===== src/hdl/slcr_defines.vh =====
`ifndef SLCR_DEFINES_VH
`define SLCR_DEFINES_VH

// Register map, byte offsets
`define SLCR_ADDR_W 8
`define SLCR_OFF_NODE 8'h04
`define SLCR_OFF_CTRL 8'h08
`define SLCR_OFF_STAT 8'h0C

// Control register fields
`define SLCR_CTRL_W 9
`define SLCR_CTRL_RST 9'h000
`define SLCR_B_NODE_ID_VALID 0
`define SLCR_B_SIDCAP 1
`define SLCR_B_FBUSY 2
`define SLCR_B_ISOALL 3
`define SLCR_B_CYCCAP 4
`define SLCR_B_ATXEN 5
`define SLCR_B_ARXEN 6
`define SLCR_B_ITXEN 7
`define SLCR_B_IRXEN 8

// Node-address register fields
`define SLCR_NODE_RST 16'h0000
`define SLCR_BUS_MSB 9
`define SLCR_NODE_LSB 10
`define SLCR_NODE_MSB 15
`define SLCR_BCAST_NODE 6'h3F
`define SLCR_LOCAL_BUS 10'h3FF

// Status register fields
`define SLCR_ST_PHASE 4
`define SLCR_ST_BUSY 5
`define SLCR_ST_CODE_MSB 3

// Reset values of datapath registers, and self-ID trailer padding
`define SLCR_WORD_RST 32'h0000_0000
`define SLCR_CODE_RST 4'h0
`define SLCR_TRAILER_PAD 28'h000_0000

// Received packet kinds
`define SLCR_KIND_ASYNC 3'h0
`define SLCR_KIND_ISO 3'h1
`define SLCR_KIND_CYC 3'h2
`define SLCR_KIND_SID 3'h3
`define SLCR_KIND_LINKON 3'h4
`define SLCR_KIND_PHYCFG 3'h5

// Self-ID trailer status codes
`define SLCR_SID_GOOD 4'h1
`define SLCR_SID_BAD 4'hD

`endif


===== src/hdl/slcr_rx_filter.v =====
`timescale 1ns/1ps
`include "slcr_defines.vh"

module slcr_rx_filter (
    input wire [`SLCR_CTRL_W-1:0] ctrl_i,
    input wire [15:0] node_addr_i,
    input wire [2:0] kind_i,
    input wire [15:0] dest_i,
    input wire chan_match_i,
    input wire fifo_full_i,
    output reg accept_o,
    output reg busy_o
);
    reg bcast;
    reg bus_ok;
    reg mine;
    always @* begin
        bcast = (dest_i[`SLCR_NODE_MSB:`SLCR_NODE_LSB] == `SLCR_BCAST_NODE);
        bus_ok = (dest_i[`SLCR_BUS_MSB:0] == `SLCR_LOCAL_BUS) ||
                 (dest_i[`SLCR_BUS_MSB:0] == node_addr_i[`SLCR_BUS_MSB:0]);
        mine = bus_ok && ctrl_i[`SLCR_B_NODE_ID_VALID] && (dest_i[`SLCR_NODE_MSB:`SLCR_NODE_LSB] ==
               node_addr_i[`SLCR_NODE_MSB:`SLCR_NODE_LSB]);
        accept_o = 1'b0;
        busy_o = 1'b0;
        case (kind_i)
            `SLCR_KIND_ASYNC: begin
                accept_o = ctrl_i[`SLCR_B_ARXEN] && ((bcast && bus_ok) || mine);
                busy_o = ctrl_i[`SLCR_B_ARXEN] && mine && !bcast &&
                         (ctrl_i[`SLCR_B_FBUSY] || fifo_full_i);
            end
            `SLCR_KIND_ISO: begin
                accept_o = ctrl_i[`SLCR_B_IRXEN] &&
                           (ctrl_i[`SLCR_B_ISOALL] || chan_match_i);
            end
            `SLCR_KIND_CYC: begin
                accept_o = ctrl_i[`SLCR_B_CYCCAP];
            end
            `SLCR_KIND_LINKON, `SLCR_KIND_PHYCFG: begin
                accept_o = ctrl_i[`SLCR_B_SIDCAP];
            end
            default: begin
                accept_o = 1'b0;
            end
        endcase
    end
endmodule


===== src/hdl/slcr_sid_check.v =====
`timescale 1ns/1ps
`include "slcr_defines.vh"

module slcr_sid_check (
    input wire sys_clk_i,
    input wire rst_i,
    input wire clr_i,
    input wire q_valid_i,
    input wire [31:0] q_i,
    output wire [3:0] status_o
);
    reg [31:0] first_r;
    reg second_r;
    reg err_r;
    // A trailing unpaired quadlet also marks the capture as bad
    assign status_o = (err_r || second_r) ? `SLCR_SID_BAD : `SLCR_SID_GOOD;
    always @(posedge sys_clk_i or posedge rst_i) begin
        if (rst_i) begin
            first_r <= 32'h0000_0000;
            second_r <= 1'b0;
            err_r <= 1'b0;
        end else if (clr_i) begin
            first_r <= 32'h0000_0000;
            second_r <= 1'b0;
            err_r <= 1'b0;
        end else if (q_valid_i) begin
            second_r <= !second_r;
            if (!second_r) begin
                first_r <= q_i;
            end else if (q_i != ~first_r) begin
                err_r <= 1'b1;
            end
        end
    end
endmodule


===== src/hdl/slcr_link_ctrl.v =====
// Contract
// - Control register at 08h, read/write, all zeros after reset.
// - With node ID valid, accept packets addressed to our node number.
// - With node ID invalid, accept broadcast packets only.
// - Self-ID capture stores the self-ID packets as one combined packet.
// - Each self-ID packet is two quadlets, second the inverse of first.
// - Combined self-ID status code is 1h when good, Dh when wrong.
// - Self-ID capture also stores link-on and PHY configuration packets.
// - Only the first quadlet of link-on or PHY configuration is stored.
// - Forced busy answers every non-broadcast async packet with ack_busy_x; the code does so only for packets to our node with async receive enabled.
// - Without forced busy, ack_busy_x only when the receive FIFO is full.
// - Receive-all with iso receive enable takes every iso channel.
// - Cycle-start capture stores each received cycle-start packet.
// - Async transmit disabled: no arbitration and no async sends.
// - Bus reset clears the async transmit enable.
// - Async receive disabled: no async packets are accepted.
// - Bus reset clears the async receive enable.
// - Iso transmit disabled: no arbitration for iso packets.
// - Iso receive disabled: no iso packets are accepted.
// - After bus reset the node number loads from the PHY identifier.
`timescale 1ns/1ps
`include "slcr_defines.vh"

module slcr_link_ctrl (
    input wire sys_clk_i,
    input wire rst_i,
    input wire [`SLCR_ADDR_W-1:0] reg_addr_i,
    input wire [31:0] reg_wdata_i,
    input wire reg_wr_i,
    input wire reg_rd_i,
    output wire [31:0] reg_rdata_o,
    input wire bus_reset_i,
    input wire phy_id_valid_i,
    input wire [5:0] phy_id_i,
    input wire selfid_done_i,
    input wire rx_hdr_valid_i,
    input wire [2:0] rx_kind_i,
    input wire [15:0] rx_dest_i,
    input wire rx_chan_match_i,
    input wire rx_quad_valid_i,
    input wire [31:0] rx_quad_i,
    input wire rx_pkt_end_i,
    input wire fifo_full_i,
    output wire fifo_wr_o,
    output wire [31:0] fifo_data_o,
    output wire rx_store_o,
    output wire ack_busy_o,
    output wire tx_async_arb_o,
    output wire tx_iso_arb_o,
    output wire [15:0] node_addr_o
);
    // Receive states, one-hot
    localparam [4:0] ST_IDLE = 5'h01;
    localparam [4:0] ST_SID = 5'h02;
    localparam [4:0] ST_PHYQ = 5'h04;
    localparam [4:0] ST_PASS = 5'h08;
    localparam [4:0] ST_DROP = 5'h10;

    reg [`SLCR_CTRL_W-1:0] ctrl_r;
    reg [`SLCR_CTRL_W-1:0] ctrl_nxt;
    reg [15:0] node_r;
    reg [15:0] node_nxt;
    reg [31:0] rdata_r;
    reg [31:0] rdata_nxt;
    reg [4:0] state_r;
    reg [4:0] state_nxt;
    reg fifo_wr_r;
    reg fifo_wr_nxt;
    reg [31:0] fifo_data_r;
    reg [31:0] fifo_data_nxt;
    reg store_r;
    reg store_nxt;
    reg busy_r;
    reg busy_nxt;
    reg last_busy_r;
    reg last_busy_nxt;
    reg [3:0] sid_stat_r;
    reg [3:0] sid_stat_nxt;
    reg [31:0] stat_word;
    reg sid_clr;

    wire flt_accept;
    wire flt_busy;
    wire [3:0] chk_status;
    wire sel_node;
    wire sel_ctrl;
    wire sid_q;
    wire rx_idle;
    wire hdr_take;
    wire first_only;
    wire [31:0] sid_trailer;

    assign sel_node = (reg_addr_i == `SLCR_OFF_NODE);
    assign sel_ctrl = (reg_addr_i == `SLCR_OFF_CTRL);
    assign sid_q = (state_r == ST_SID) && rx_quad_valid_i;
    assign rx_idle = (state_r == ST_IDLE);
    // Headers count only while idle and not swallowed by a bus reset
    assign hdr_take = rx_hdr_valid_i && rx_idle && !bus_reset_i;
    assign first_only = (rx_kind_i == `SLCR_KIND_LINKON) || (rx_kind_i == `SLCR_KIND_PHYCFG);
    assign sid_trailer = {`SLCR_TRAILER_PAD, chk_status};

    assign reg_rdata_o = rdata_r;
    assign fifo_wr_o = fifo_wr_r;
    assign fifo_data_o = fifo_data_r;
    assign rx_store_o = store_r;
    assign ack_busy_o = busy_r;
    assign tx_async_arb_o = ctrl_r[`SLCR_B_ATXEN];
    assign tx_iso_arb_o = ctrl_r[`SLCR_B_ITXEN];
    assign node_addr_o = node_r;

    slcr_rx_filter u_filter (
        .ctrl_i(ctrl_r),
        .node_addr_i(node_r),
        .kind_i(rx_kind_i),
        .dest_i(rx_dest_i),
        .chan_match_i(rx_chan_match_i),
        .fifo_full_i(fifo_full_i),
        .accept_o(flt_accept),
        .busy_o(flt_busy)
    );

    slcr_sid_check u_sid (
        .sys_clk_i(sys_clk_i),
        .rst_i(rst_i),
        .clr_i(sid_clr),
        .q_valid_i(sid_q),
        .q_i(rx_quad_i),
        .status_o(chk_status)
    );

    // Control register; a bus reset clears the async enables over a same-cycle software write
    always @* begin
        ctrl_nxt = ctrl_r;
        if (reg_wr_i && sel_ctrl) begin
            ctrl_nxt = reg_wdata_i[`SLCR_CTRL_W-1:0];
        end
        if (bus_reset_i) begin
            ctrl_nxt[`SLCR_B_ATXEN] = 1'b0;
            ctrl_nxt[`SLCR_B_ARXEN] = 1'b0;
        end
    end

    // Node address; the PHY identifier load wins over a software write
    always @* begin
        node_nxt = node_r;
        if (reg_wr_i && sel_node) begin
            node_nxt = reg_wdata_i[15:0];
        end
        if (phy_id_valid_i) begin
            node_nxt[`SLCR_NODE_MSB:`SLCR_NODE_LSB] = phy_id_i;
        end
    end

    // Status word: last self-ID code, self-ID phase, last header busy
    always @* begin
        stat_word = `SLCR_WORD_RST;
        stat_word[`SLCR_ST_CODE_MSB:0] = sid_stat_r;
        stat_word[`SLCR_ST_PHASE] = (state_r == ST_SID);
        stat_word[`SLCR_ST_BUSY] = last_busy_r;
    end

    // Read data exists only in the cycle after the read strobe
    always @* begin
        rdata_nxt = `SLCR_WORD_RST;
        if (reg_rd_i) begin
            case (reg_addr_i)
                `SLCR_OFF_CTRL: begin
                    rdata_nxt[`SLCR_CTRL_W-1:0] = ctrl_r;
                end
                `SLCR_OFF_NODE: begin
                    rdata_nxt[`SLCR_NODE_MSB:0] = node_r;
                end
                `SLCR_OFF_STAT: begin
                    rdata_nxt = stat_word;
                end
                default: begin
                    rdata_nxt = `SLCR_WORD_RST;
                end
            endcase
        end
    end

    // Receive path sequencing
    always @* begin
        state_nxt = state_r;
        fifo_wr_nxt = 1'b0;
        fifo_data_nxt = fifo_data_r;
        store_nxt = 1'b0;
        busy_nxt = 1'b0;
        sid_stat_nxt = sid_stat_r;
        sid_clr = 1'b0;
        if (bus_reset_i) begin
            sid_clr = 1'b1;
            if (ctrl_r[`SLCR_B_SIDCAP]) begin
                state_nxt = ST_SID;
            end else begin
                state_nxt = ST_IDLE;
            end
        end else begin
            case (state_r)
                ST_IDLE: begin
                    if (rx_hdr_valid_i) begin
                        busy_nxt = flt_busy;
                        store_nxt = flt_accept && !flt_busy;
                        if (!flt_accept || flt_busy) begin
                            state_nxt = ST_DROP;
                        end else if (first_only) begin
                            state_nxt = ST_PHYQ;
                        end else begin
                            state_nxt = ST_PASS;
                        end
                    end
                end
                ST_SID: begin
                    if (rx_quad_valid_i) begin
                        fifo_wr_nxt = 1'b1;
                        fifo_data_nxt = rx_quad_i;
                    end
                    if (selfid_done_i) begin
                        fifo_wr_nxt = 1'b1;
                        fifo_data_nxt = sid_trailer;
                        sid_stat_nxt = chk_status;
                        state_nxt = ST_IDLE;
                    end
                end
                ST_PHYQ: begin
                    if (rx_quad_valid_i) begin
                        fifo_wr_nxt = 1'b1;
                        fifo_data_nxt = rx_quad_i;
                        state_nxt = rx_pkt_end_i ? ST_IDLE : ST_DROP;
                    end else if (rx_pkt_end_i) begin
                        state_nxt = ST_IDLE;
                    end
                end
                ST_PASS: begin
                    if (rx_quad_valid_i) begin
                        fifo_wr_nxt = 1'b1;
                        fifo_data_nxt = rx_quad_i;
                    end
                    if (rx_pkt_end_i) begin
                        state_nxt = ST_IDLE;
                    end
                end
                ST_DROP: begin
                    if (rx_pkt_end_i) begin
                        state_nxt = ST_IDLE;
                    end
                end
                default: begin
                    state_nxt = ST_IDLE;
                end
            endcase
        end
    end

    // Status busy flag follows the answer to the last header taken
    always @* begin
        last_busy_nxt = last_busy_r;
        if (hdr_take) begin
            last_busy_nxt = busy_nxt;
        end
    end

    // Software-written registers
    always @(posedge sys_clk_i or posedge rst_i) begin
        if (rst_i) begin
            ctrl_r <= `SLCR_CTRL_RST;
            node_r <= `SLCR_NODE_RST;
        end else begin
            ctrl_r <= ctrl_nxt;
            node_r <= node_nxt;
        end
    end

    // Read data and status
    always @(posedge sys_clk_i or posedge rst_i) begin
        if (rst_i) begin
            rdata_r <= `SLCR_WORD_RST;
            last_busy_r <= 1'b0;
            sid_stat_r <= `SLCR_CODE_RST;
        end else begin
            rdata_r <= rdata_nxt;
            last_busy_r <= last_busy_nxt;
            sid_stat_r <= sid_stat_nxt;
        end
    end

    // Receive path
    always @(posedge sys_clk_i or posedge rst_i) begin
        if (rst_i) begin
            state_r <= ST_IDLE;
            fifo_wr_r <= 1'b0;
            fifo_data_r <= `SLCR_WORD_RST;
            store_r <= 1'b0;
            busy_r <= 1'b0;
        end else begin
            state_r <= state_nxt;
            fifo_wr_r <= fifo_wr_nxt;
            fifo_data_r <= fifo_data_nxt;
            store_r <= store_nxt;
            busy_r <= busy_nxt;
        end
    end
endmodule


===== config.mk =====
export PLATFORM = sky130hd
export DESIGN_NAME = slcr_link_ctrl
export DESIGN_NICKNAME = d
export VERILOG_FILES = /design/src/hdl/slcr_rx_filter.v /design/src/hdl/slcr_sid_check.v /design/src/hdl/slcr_link_ctrl.v
export VERILOG_INCLUDE_DIRS = /design/src /design/src/hdl
export SDC_FILE = /design/constraint.sdc
export NUM_CORES = 1
export LEC_CHECK = 0
export ABC_AREA = 0
export BUFFER_PORTS_ARGS = -buffer_cell sky130_fd_sc_hd__clkbuf_2
export CAP_MARGIN = 20
export CORE_UTILIZATION = 55
export DETAILED_ROUTE_END_ITERATION = 8
export PLACE_DENSITY = 0.86
export SLEW_MARGIN = 40
export SYNTH_ARGS = -nofsm -noshare
export SYNTH_HDL_FRONTEND = slang
export SYNTH_HIERARCHICAL = 1
export SYNTH_SLANG_ARGS = --single-unit

===== constraint.sdc =====
create_clock -name sys_clk_i -period 4.5 [get_ports sys_clk_i]
set_input_delay 0.675 -clock sys_clk_i [delete_from_list [all_inputs] [get_ports sys_clk_i]]
set_output_delay 0.675 -clock sys_clk_i [all_outputs]
set_load 0.05 [all_outputs]

==> results of run 1 <==
[through the flow]
| stage | util (%) | hold slack, ns | instance area (sq um) | cells | total power (W) |
|---|---|---|---|---|---|
| floorplan | - | 0.4749 | 5986 | 506 | 0.001345 |
| global route | 70.64 | 0.2730 | 7326 | 800 | 0.002862 |
| CTS | 70.64 | 0.2382 | 7326 | 800 | 0.002783 |
| detailed placement | 64.94 | 0.5004 | 6734 | 768 | 0.001437 |
| global placement | 64.43 | 0.4958 | 6681 | 764 | 0.001425 |
| finish | 70.64 | 0.2382 | 7326 | 800 | 0.002764 |
[power by group]
part           switching (W)  total (W)  internal (W)
logic               0.000192   0.000291     0.0000992
registers          0.0000319    0.00113       0.00110
clock network       0.000525    0.00134      0.000818
total               0.000748    0.00276       0.00202
[routing by layer]
metal | up-vias | part of all wire (%) | global-route usage [%]
met5 | - | 0 | 0
met4 | 0 | 3.5 | 14.38
met3 | 38 | 7.4 | 8.534
met2 | 217 | 51 | 46.50
met1 | 2179 | 38 | 29.86
li1 | 2036 | - | -
[registers in the layout, indices dropped and copies added, names as in the netlist]
register and flops:
u_sid/first_r 32, u_sid/err_r 1, node_addr_o 16, state_r 5
ctrl_r 9, last_busy_r 1, fifo_data_o 32, u_sid/second_r 1
sid_stat_r 4, reg_rdata_o 16, fifo_wr_o 1, ack_busy_o 1
rx_store_o 1
[cell type report]
cell class	count	area, sq um
fillers	742	3044
flip-flops and latches	120	3004
multi-input cells	338	2651
repair buffers	169	888.4
clock buffers	18	427.9
well taps	136	170.2
clock inverters	14	163.9
inverters	5	20.02
[how the worst min path moves through the flow]
stage | from | to | slack (ns) | cells past startpoint
after floorplan | last_busy_r | last_busy_r | 0.47 | 1
after global placement | sid_stat_r[3] | sid_stat_r[3] | 0.50 | 1
after detailed placement | sid_stat_r[0] | sid_stat_r[0] | 0.50 | 1
after CTS | rst_i | fifo_data_o[7] | 0.24 | 2
after global routing | rst_i | u_sid/first_r[23] | 0.27 | 3
final | rst_i | fifo_data_o[7] | 0.24 | 2
[layout by cell type, fill, tap and decap left out, types with 4 or more instances in the layout]
cell and n:
sky130_fd_sc_hd__and2_1 9, sky130_fd_sc_hd__nor2b_1 5, sky130_fd_sc_hd__buf_4 4, sky130_fd_sc_hd__clkbuf_16 16, sky130_fd_sc_hd__nor4b_1 4, sky130_fd_sc_hd__xnor2_1 37
sky130_fd_sc_hd__nor4_1 12, sky130_fd_sc_hd__mux2i_1 34, sky130_fd_sc_hd__conb_1 18, sky130_fd_sc_hd__inv_6 4, sky130_fd_sc_hd__xor2_1 16, sky130_fd_sc_hd__o21ai_0 7
sky130_fd_sc_hd__nand2_1 9, sky130_fd_sc_hd__a22o_1 15, sky130_fd_sc_hd__a22oi_1 8, sky130_fd_sc_hd__nand2b_1 7, sky130_fd_sc_hd__nor2_1 49, sky130_fd_sc_hd__mux2_2 39
sky130_fd_sc_hd__nand4_1 6, sky130_fd_sc_hd__dfrtp_1 119, sky130_fd_sc_hd__a2bb2oi_1 5, sky130_fd_sc_hd__nor3_1 5, sky130_fd_sc_hd__a22o_2 17, sky130_fd_sc_hd__clkbuf_2 161
[Yosys cell counts, types with 3 or more instances]
cell                        count
sky130_fd_sc_hd__a22oi_1        8
sky130_fd_sc_hd__o21a_1         3
sky130_fd_sc_hd__o21ai_0        7
sky130_fd_sc_hd__a2bb2oi_1      5
sky130_fd_sc_hd__nand2b_1       7
sky130_fd_sc_hd__and2_1         9
sky130_fd_sc_hd__xor2_1        16
sky130_fd_sc_hd__nor4b_1        4
sky130_fd_sc_hd__nand2_1        9
sky130_fd_sc_hd__nor3_1         5
sky130_fd_sc_hd__inv_1          4
sky130_fd_sc_hd__xnor2_1       37
sky130_fd_sc_hd__a22o_1        15
sky130_fd_sc_hd__dfrtp_1      119
sky130_fd_sc_hd__mux2_2        39
sky130_fd_sc_hd__conb_1         3
sky130_fd_sc_hd__a21oi_1        3
sky130_fd_sc_hd__nor2b_1        5
sky130_fd_sc_hd__nand4_1        6
sky130_fd_sc_hd__buf_6          7
sky130_fd_sc_hd__buf_2          6
sky130_fd_sc_hd__nor2_1        49
sky130_fd_sc_hd__a22o_2        17
sky130_fd_sc_hd__nor4_1        12
sky130_fd_sc_hd__mux2i_1       34
sky130_fd_sc_hd__buf_4         27
[logic make-up (layout without fill, tap and decap cells)]
| group | Yosys count | in the layout | synth area share [%] |
|---|---|---|---|
| xor gates and xnor gates | 53 | 53 | 7.829 |
| buffers and inverters | 48 | 206 | 5.761 |
| AOI/OAI and AO/OA | 69 | 69 | 10.11 |
| and+or+nand+nor | 125 | 125 | 12.30 |
| DFF | 120 | 120 | 50.66 |
| muxes | 73 | 73 | 13.15 |
| other | 3 | 18 | 0.1899 |
==> reports/results.md, run 1 <==
| Metric | This run | Unit |
|:---|:---|:---|
| Run status | finished, final reports clean | - |
| Largest fanout of any net on the critical path | 3 | - |
| First-pass GRT wire length | 22,960 | microns |
| Count of hold-fix buffers inserted at cts | 0 | - |
| Number of detailed-routing iterations run before antenna repair | 4 | - |
| Cell types with the largest area share after synthesis | sky130_fd_sc_hd__dfrtp_1 (50%), sky130_fd_sc_hd__mux2_2 (7.4%), sky130_fd_sc_hd__mux2i_1 (5.7%), sky130_fd_sc_hd__xnor2_1 (5.5%), sky130_fd_sc_hd__buf_4 (3.4%) | - |
| Number of flops mapped to enable cells by yosys | 0 | - |
| Worst path top cell family by delay | simple AND/OR/NAND/NOR gates | - |
| Post-synthesis cell area | 0.005929 | sq mm |
| Total of max-cap violations | 0 | - |
| Floorplan core area | 0.01037 | sq mm |
| CTS Buf Count | 17 | - |
| Pre-CTS setup slack | 1.517 | ns |
| Post-synthesis cell count | 491 | - |
| Number of distinct library cell variants in the gate-level netlist after synthesis | 57 | - |
| Clock tree from TritonCTS | yes | - |
| Crit path time final | 2.632 | ns |
| End of the worst register-to-register path | state_r[2] | - |
| Cell taking the most area after synthesis | sky130_fd_sc_hd__dfrtp_1 | - |
| Share of synthesized area occupied by flip-flops and latches | 50.66 | % |
| CP peak stage delay | 0.51 | ns |
| Number of buffers and inverters on the critical path | 0 | - |
| Average vias per placed instance | 5.588 | - |
| Detailed router's first-iteration violation count | 227 | - |
| Maximum number of pins on one net before global-route repair | 47 | - |
| Worst setup path end | state_r[2] | - |
| Reg2reg start | ctrl_r[6] | - |
| Class of the most critical hold timing path | input pin to async pin | - |
| Ratio of cells with drive above 1 in the final layout | 40.81 | % |
| Number of cells on the critical path | 8 | - |
| Slew Limit Headroom | 44.08 | % |
| Count of H-tree levels built during CTS | 4 | - |
| Worst-case clock buffer depth | 2 | - |
| Total via count after detailed routing | 4,470 | - |
| Global placement routability congestion | 0.8793 | - |
| Setup repair after global routing missed its margin | false | - |
| Number of synthesized register bits | 120 | - |
| CP Capture Type | flop | - |
| Total of cells resized after clock tree synthesis | 0 | - |
| Antenna violations before repair | 0 | - |
| Clock Latency Late Sink | 0.51 | ns |
| Ys flop type | sky130_fd_sc_hd__dfrtp_1 | - |
| Critical-path top delay cell | sky130_fd_sc_hd__or4b_1 | - |
| Number of port buffers | 161 | - |
| Number of max-slew violations in the final report | 0 | - |
| Initial core utilization | 57.18 | % |
| Final setup margin | 1.868 | ns |
| All-layer global routing usage | 27.06 | % |
| Power per cell area | 377.3 | mW/mm^2 |
| Number of cells traversed by the worst register-to-register path | 8 | - |
| Layout area overhead | 23.55 | % |
| Final setup TNS | 0 | ns |
| Detailed Place HPWL | 10,500 | microns |
| Clock edge transition at the registers on the reported setup and hold paths | 0.06 | ns |
| Data required, critical path | 4.94 | ns |
| CTS root buffer | sky130_fd_sc_hd__clkbuf_8 | - |
| Vertical die dimension | 105.8 | microns |
| Post-layout nets | 760 | - |
| Clock net sink count | 120 | - |
| Leftover overflow at the end of global routing | 0 | - |
| Leakage power of the design | 3.899 | nW |
| Setup slack of the most critical reg-to-reg path | 1.87 | ns |
| Count of buffers added by post-CTS timing repair for setup | 0 | - |
| Average wire per cell in the routed design | 18.16 | microns |
| Slew at the pin closest to its max-slew limit | 0.8370 | ns |
| Worst Path Class, Setup | flop to flop | - |
| Routed wire length | 14,530 | microns |
| Category of the worst setup path launch point | flop | - |
| Remaining routing DRC violations | 0 | - |
| Synth top area share | 50.22 | % |
| Clock Skews | 0.008437 | ns |
| Count of yosys warnings during synthesis | 6 | - |
| Number of hold-slack violations in the final timing report | 0 | - |
| Part of the cycle the worst path needs | 58.48 | % |
| Critical path cell sequence | or4b_1 > nor4_1 > a31oi_1 > o21ai_0 > nor2b_1 > nand4_1 > nor3b_1 > o21a_1 | - |
| Arrival time at the worst endpoint | 3.07 | ns |
| Die area | 0.01120 | sq mm |
| Horizontal die dimension | 105.8 | microns |
| Share of synthesized registers carrying an async set or reset | 100.0 | % |
| Detail Route Antenna Nets | 0 | - |
| Worst setup path startpoint | ctrl_r[6] | - |
| Worst IR drop on VDD | 0.2482 | mV |
| Row count | 37 | - |
| Number of antenna cells inserted | 0 | - |
| Ports placed on the boundary | 194 | - |
| Final setup violation count | 0 | - |
| Via count of the first global-routing pass | 4,631 | - |
| Peak Freq | 0.3800 | GHz |
| Average cell area after synthesis | 12.08 | sq um |
Note: power is estimated with default switching activity, not from simulation.
==> inputs of run 2 (changes only) <==
--- a/config.mk
+++ b/config.mk
@@ -9,9 +9,9 @@
 export ABC_AREA = 0
 export BUFFER_PORTS_ARGS = -buffer_cell sky130_fd_sc_hd__clkbuf_2
 export CAP_MARGIN = 20
-export CORE_UTILIZATION = 55
+export CORE_UTILIZATION = 51
 export DETAILED_ROUTE_END_ITERATION = 8
-export PLACE_DENSITY = 0.86
+export PLACE_DENSITY = 0.8
 export SLEW_MARGIN = 40
 export SYNTH_ARGS = -nofsm -noshare
 export SYNTH_HDL_FRONTEND = slang
==> constraint.sdc (replaced) <==
create_clock -name sys_clk_i -period 2.6 [get_ports sys_clk_i]
set_input_delay 0.39 -clock sys_clk_i [delete_from_list [all_inputs] [get_ports sys_clk_i]]
set_output_delay 0.39 -clock sys_clk_i [all_outputs]
set_load 0.05 [all_outputs]
==> reports/results.md, run 2 (synthesized netlist as in run 1, its figures left out) <==
| Metric | This run | Unit | vs previous |
|:---|:---|:---|:---|
| Run status | finished, final reports clean | - | unchanged |
| Setup repair after global routing missed its margin | false | - | unchanged |
| Via count of the first global-routing pass | 4,595 | - | was 4,631 |
| Average vias per placed instance | 5.463 | - | was 5.588 |
| Total via count after detailed routing | 4,447 | - | was 4,470 |
| Detailed router's first-iteration violation count | 231 | - | was 227 |
| Worst hold slack after final layout | 0.02405 | ns | was 0.2382 ns |
| Final setup violation count | 0 | - | unchanged |
| Die area | 0.01206 | sq mm | was 0.01120 sq mm |
| Maximum number of pins on one net before global-route repair | 35 | - | was 47 |
| Slew Limit Headroom | 64.01 | % | was 44.08% |
| Total area of multi-input combinational cells | 0.002654 | sq mm | was 0.002651 sq mm |
| Detail Route Antenna Nets | 0 | - | unchanged |
| Initial core utilization | 52.15 | % | was 57.18% |
| Leftover overflow at the end of global routing | 0 | - | unchanged |
| Most common cell after layout, fill and taps aside | sky130_fd_sc_hd__clkbuf_2 | - | unchanged |
| Row count | 39 | - | was 37 |
| Category of the worst setup path launch point | flop | - | unchanged |
| Detailed Place HPWL | 10,160 | microns | was 10,500 microns |
| CTS Buf Count | 17 | - | unchanged |
| Layout filler cell count | 862 | - | was 742 |
| All-layer global routing usage | 24.93 | % | was 27.06% |
| Worst-case clock buffer depth | 2 | - | unchanged |
| Vertical die dimension | 109.8 | microns | was 105.8 microns |
| Part of the cycle the worst path needs | 93.38 | % | was 58.48% |
| Peak Freq | 0.4119 | GHz | was 0.3800 GHz |
| CP Capture Type | flop | - | unchanged |
| Critical-path top delay cell | sky130_fd_sc_hd__or4b_1 | - | unchanged |
| Number of port buffers | 161 | - | unchanged |
| Routed wire length | 14,040 | microns | was 14,530 microns |
| FF+latch area | 0.003004 | sq mm | unchanged |
| Finished Cell Area | 0.007463 | sq mm | was 0.007326 sq mm |
| Ports placed on the boundary | 194 | - | unchanged |
| Remaining routing DRC violations | 0 | - | unchanged |
| Floorplan core area | 0.01137 | sq mm | was 0.01037 sq mm |
| Average wire per cell in the routed design | 17.25 | microns | was 18.16 microns |
| Data required, critical path | 2.95 | ns | was 4.94 ns |
| Count of buffers added by post-CTS timing repair for setup | 0 | - | unchanged |
| Antenna violations before repair | 0 | - | unchanged |
| Slew at the pin closest to its max-slew limit | 0.5388 | ns | was 0.8370 ns |
| Clock net sink count | 120 | - | unchanged |
| Horizontal die dimension | 109.8 | microns | was 105.8 microns |
| CTS root buffer | sky130_fd_sc_hd__clkbuf_16 | - | was sky130_fd_sc_hd__clkbuf_8 |
| Count of H-tree levels built during CTS | 4 | - | unchanged |
| Largest fanout of any net on the critical path | 3 | - | unchanged |
| Worst IR drop on VDD | 0.5654 | mV | was 0.2482 mV |
| Crit path time final | 2.428 | ns | was 2.632 ns |
| Clock Latency Late Sink | 0.41 | ns | was 0.51 ns |
| Critical path cell sequence | or4b_1 > nor4_1 > a31oi_1 > o21ai_0 > nor2b_2 > nand4_1 > nor3b_1 > o21a_1 | - | was or4b_1 > nor4_1 > a31oi_1 > o21ai_0 > nor2b_1 > nand4_1 > nor3b_1 > o21a_1 |
| Post-layout nets | 767 | - | was 760 |
| Commonest cells after routing, fill and taps aside | sky130_fd_sc_hd__clkbuf_2 (161), sky130_fd_sc_hd__dfrtp_1 (119), sky130_fd_sc_hd__nor2_1 (49) | - | unchanged |
| Worst Path Class, Setup | flop to flop | - | unchanged |
| Total of max-cap violations | 0 | - | unchanged |
| Placement-stage cell area | 0.006820 | sq mm | was 0.006734 sq mm |
| Class of the most critical hold timing path | input pin to async pin | - | unchanged |
| CP peak stage delay | 0.50 | ns | was 0.51 ns |
| Clock tree from TritonCTS | yes | - | unchanged |
| Number of detailed-routing iterations run before antenna repair | 4 | - | unchanged |
| Clock Skews | 0.008861 | ns | was 0.008437 ns |
| Layout area overhead | 25.87 | % | was 23.55% |
| First-pass GRT wire length | 22,180 | microns | was 22,960 microns |
| Clock edge transition at the registers on the reported setup and hold paths | 0.05 | ns | was 0.06 ns |
| Ratio of cells with drive above 1 in the final layout | 41.43 | % | was 40.81% |
| Number of max-slew violations in the final report | 0 | - | unchanged |
| Number of hold-slack violations in the final timing report | 0 | - | unchanged |
| Leakage power of the design | 3.960 | nW | was 3.899 nW |
| Number of antenna cells inserted | 0 | - | unchanged |
| Arrival time at the worst endpoint | 2.77 | ns | was 3.07 ns |
| Power per cell area | 667.9 | mW/mm^2 | was 377.3 mW/mm^2 |
| Global placement routability congestion | 0.8690 | - | was 0.8793 |
-- run 2: cell count changes in the layout (fill, tap and decap cells not counted), moves of 2 or more --
cell / before / now
sky130_fd_sc_hd__inv_6: 4 / 0
sky130_fd_sc_hd__buf_8: 2 / 0
sky130_fd_sc_hd__inv_8: 2 / 0
sky130_fd_sc_hd__buf_4: 4 / 12
sky130_fd_sc_hd__clkinvlp_4: 2 / 4
sky130_fd_sc_hd__bufinv_16: 2 / 4
sky130_fd_sc_hd__buf_6: 2 / 0
sky130_fd_sc_hd__buf_12: 0 / 2
-- run 2: stage by stage --
step	setup WS [ns]	total power, W	utilization [%]	cells	setup TNS, ns
2_1_floorplan	0.4128	0.002328	-	506	0
4_1_cts	0.1507	0.005020	65.62	814	0
3_3_place_gp	0.08089	0.002482	59.74	781	0
6_report	0.1722	0.004985	65.64	814	0
3_5_place_dp	-0.02837	0.002505	59.99	782	-0.02837
5_1_grt	0.001478	0.005150	65.64	814	0
-- run 2: worst paths after layout --
| check | from | to | slack (ns) | depth (start not counted) |
|---|---|---|---|---|
| max reg2reg | ctrl_r[6] | state_r[2] | 0.17 | 8 |
| min reg2reg | sid_stat_r[1] | sid_stat_r[1] | 0.51 | 1 |
| max in group asynchronous | rst_i | ctrl_r[7] | 2.03 | 3 |
| min in group sys_clk_i | phy_id_i[2] | node_addr_o[12] | 0.21 | 2 |
| min | rst_i | fifo_data_o[4] | 0.02 | 2 |
| max | ctrl_r[6] | state_r[2] | 0.17 | 8 |
-- run 2: layer usage --
| metal | track usage [%] | wire length, microns | vias to the layer above |
|---|---|---|---|
| li1 | - | - | 2061 |
| met1 | 28.28 | 5676 | 2170 |
| met2 | 43.44 | 7080 | 190 |
| met3 | 6.995 | 955 | 26 |
| met4 | 11.33 | 329 | 0 |
| met5 | 0 | 0 | - |
-- run 2: report_power, final --
part | switching, W | internal (W) | total [W] | leakage [nW]
clock network | 0.000831 | 0.00168 | 0.00251 | 0.305
registers | 0.0000446 | 0.00190 | 0.00195 | 1.65
logic | 0.000341 | 0.000187 | 0.000528 | 2.00
-- run 2: critical path, delay by kind of cell, from the launching register on --
family	cells	cell delay (ns)
flip-flops	1	0.37
AO/OA/AOI/OAI	3	0.55
AND/OR/NAND/NOR	5	1.44
-- run 2: what timing repair did --
action / in CTS / in global routing
setup endpoints to repair: 0 / 1
hold buffers: 0 / 0
resized for setup: 0 / 1
-- run 2: layout make-up --
type                    count  share of cell area, %
repair buffers            176                  12.91
inverters                   5                 0.3018
clock buffers              21                  6.303
well taps                 143                  2.397
multi-input cells         338                  35.56
flip-flops and latches    120                  40.25
clock inverters            11                  2.280
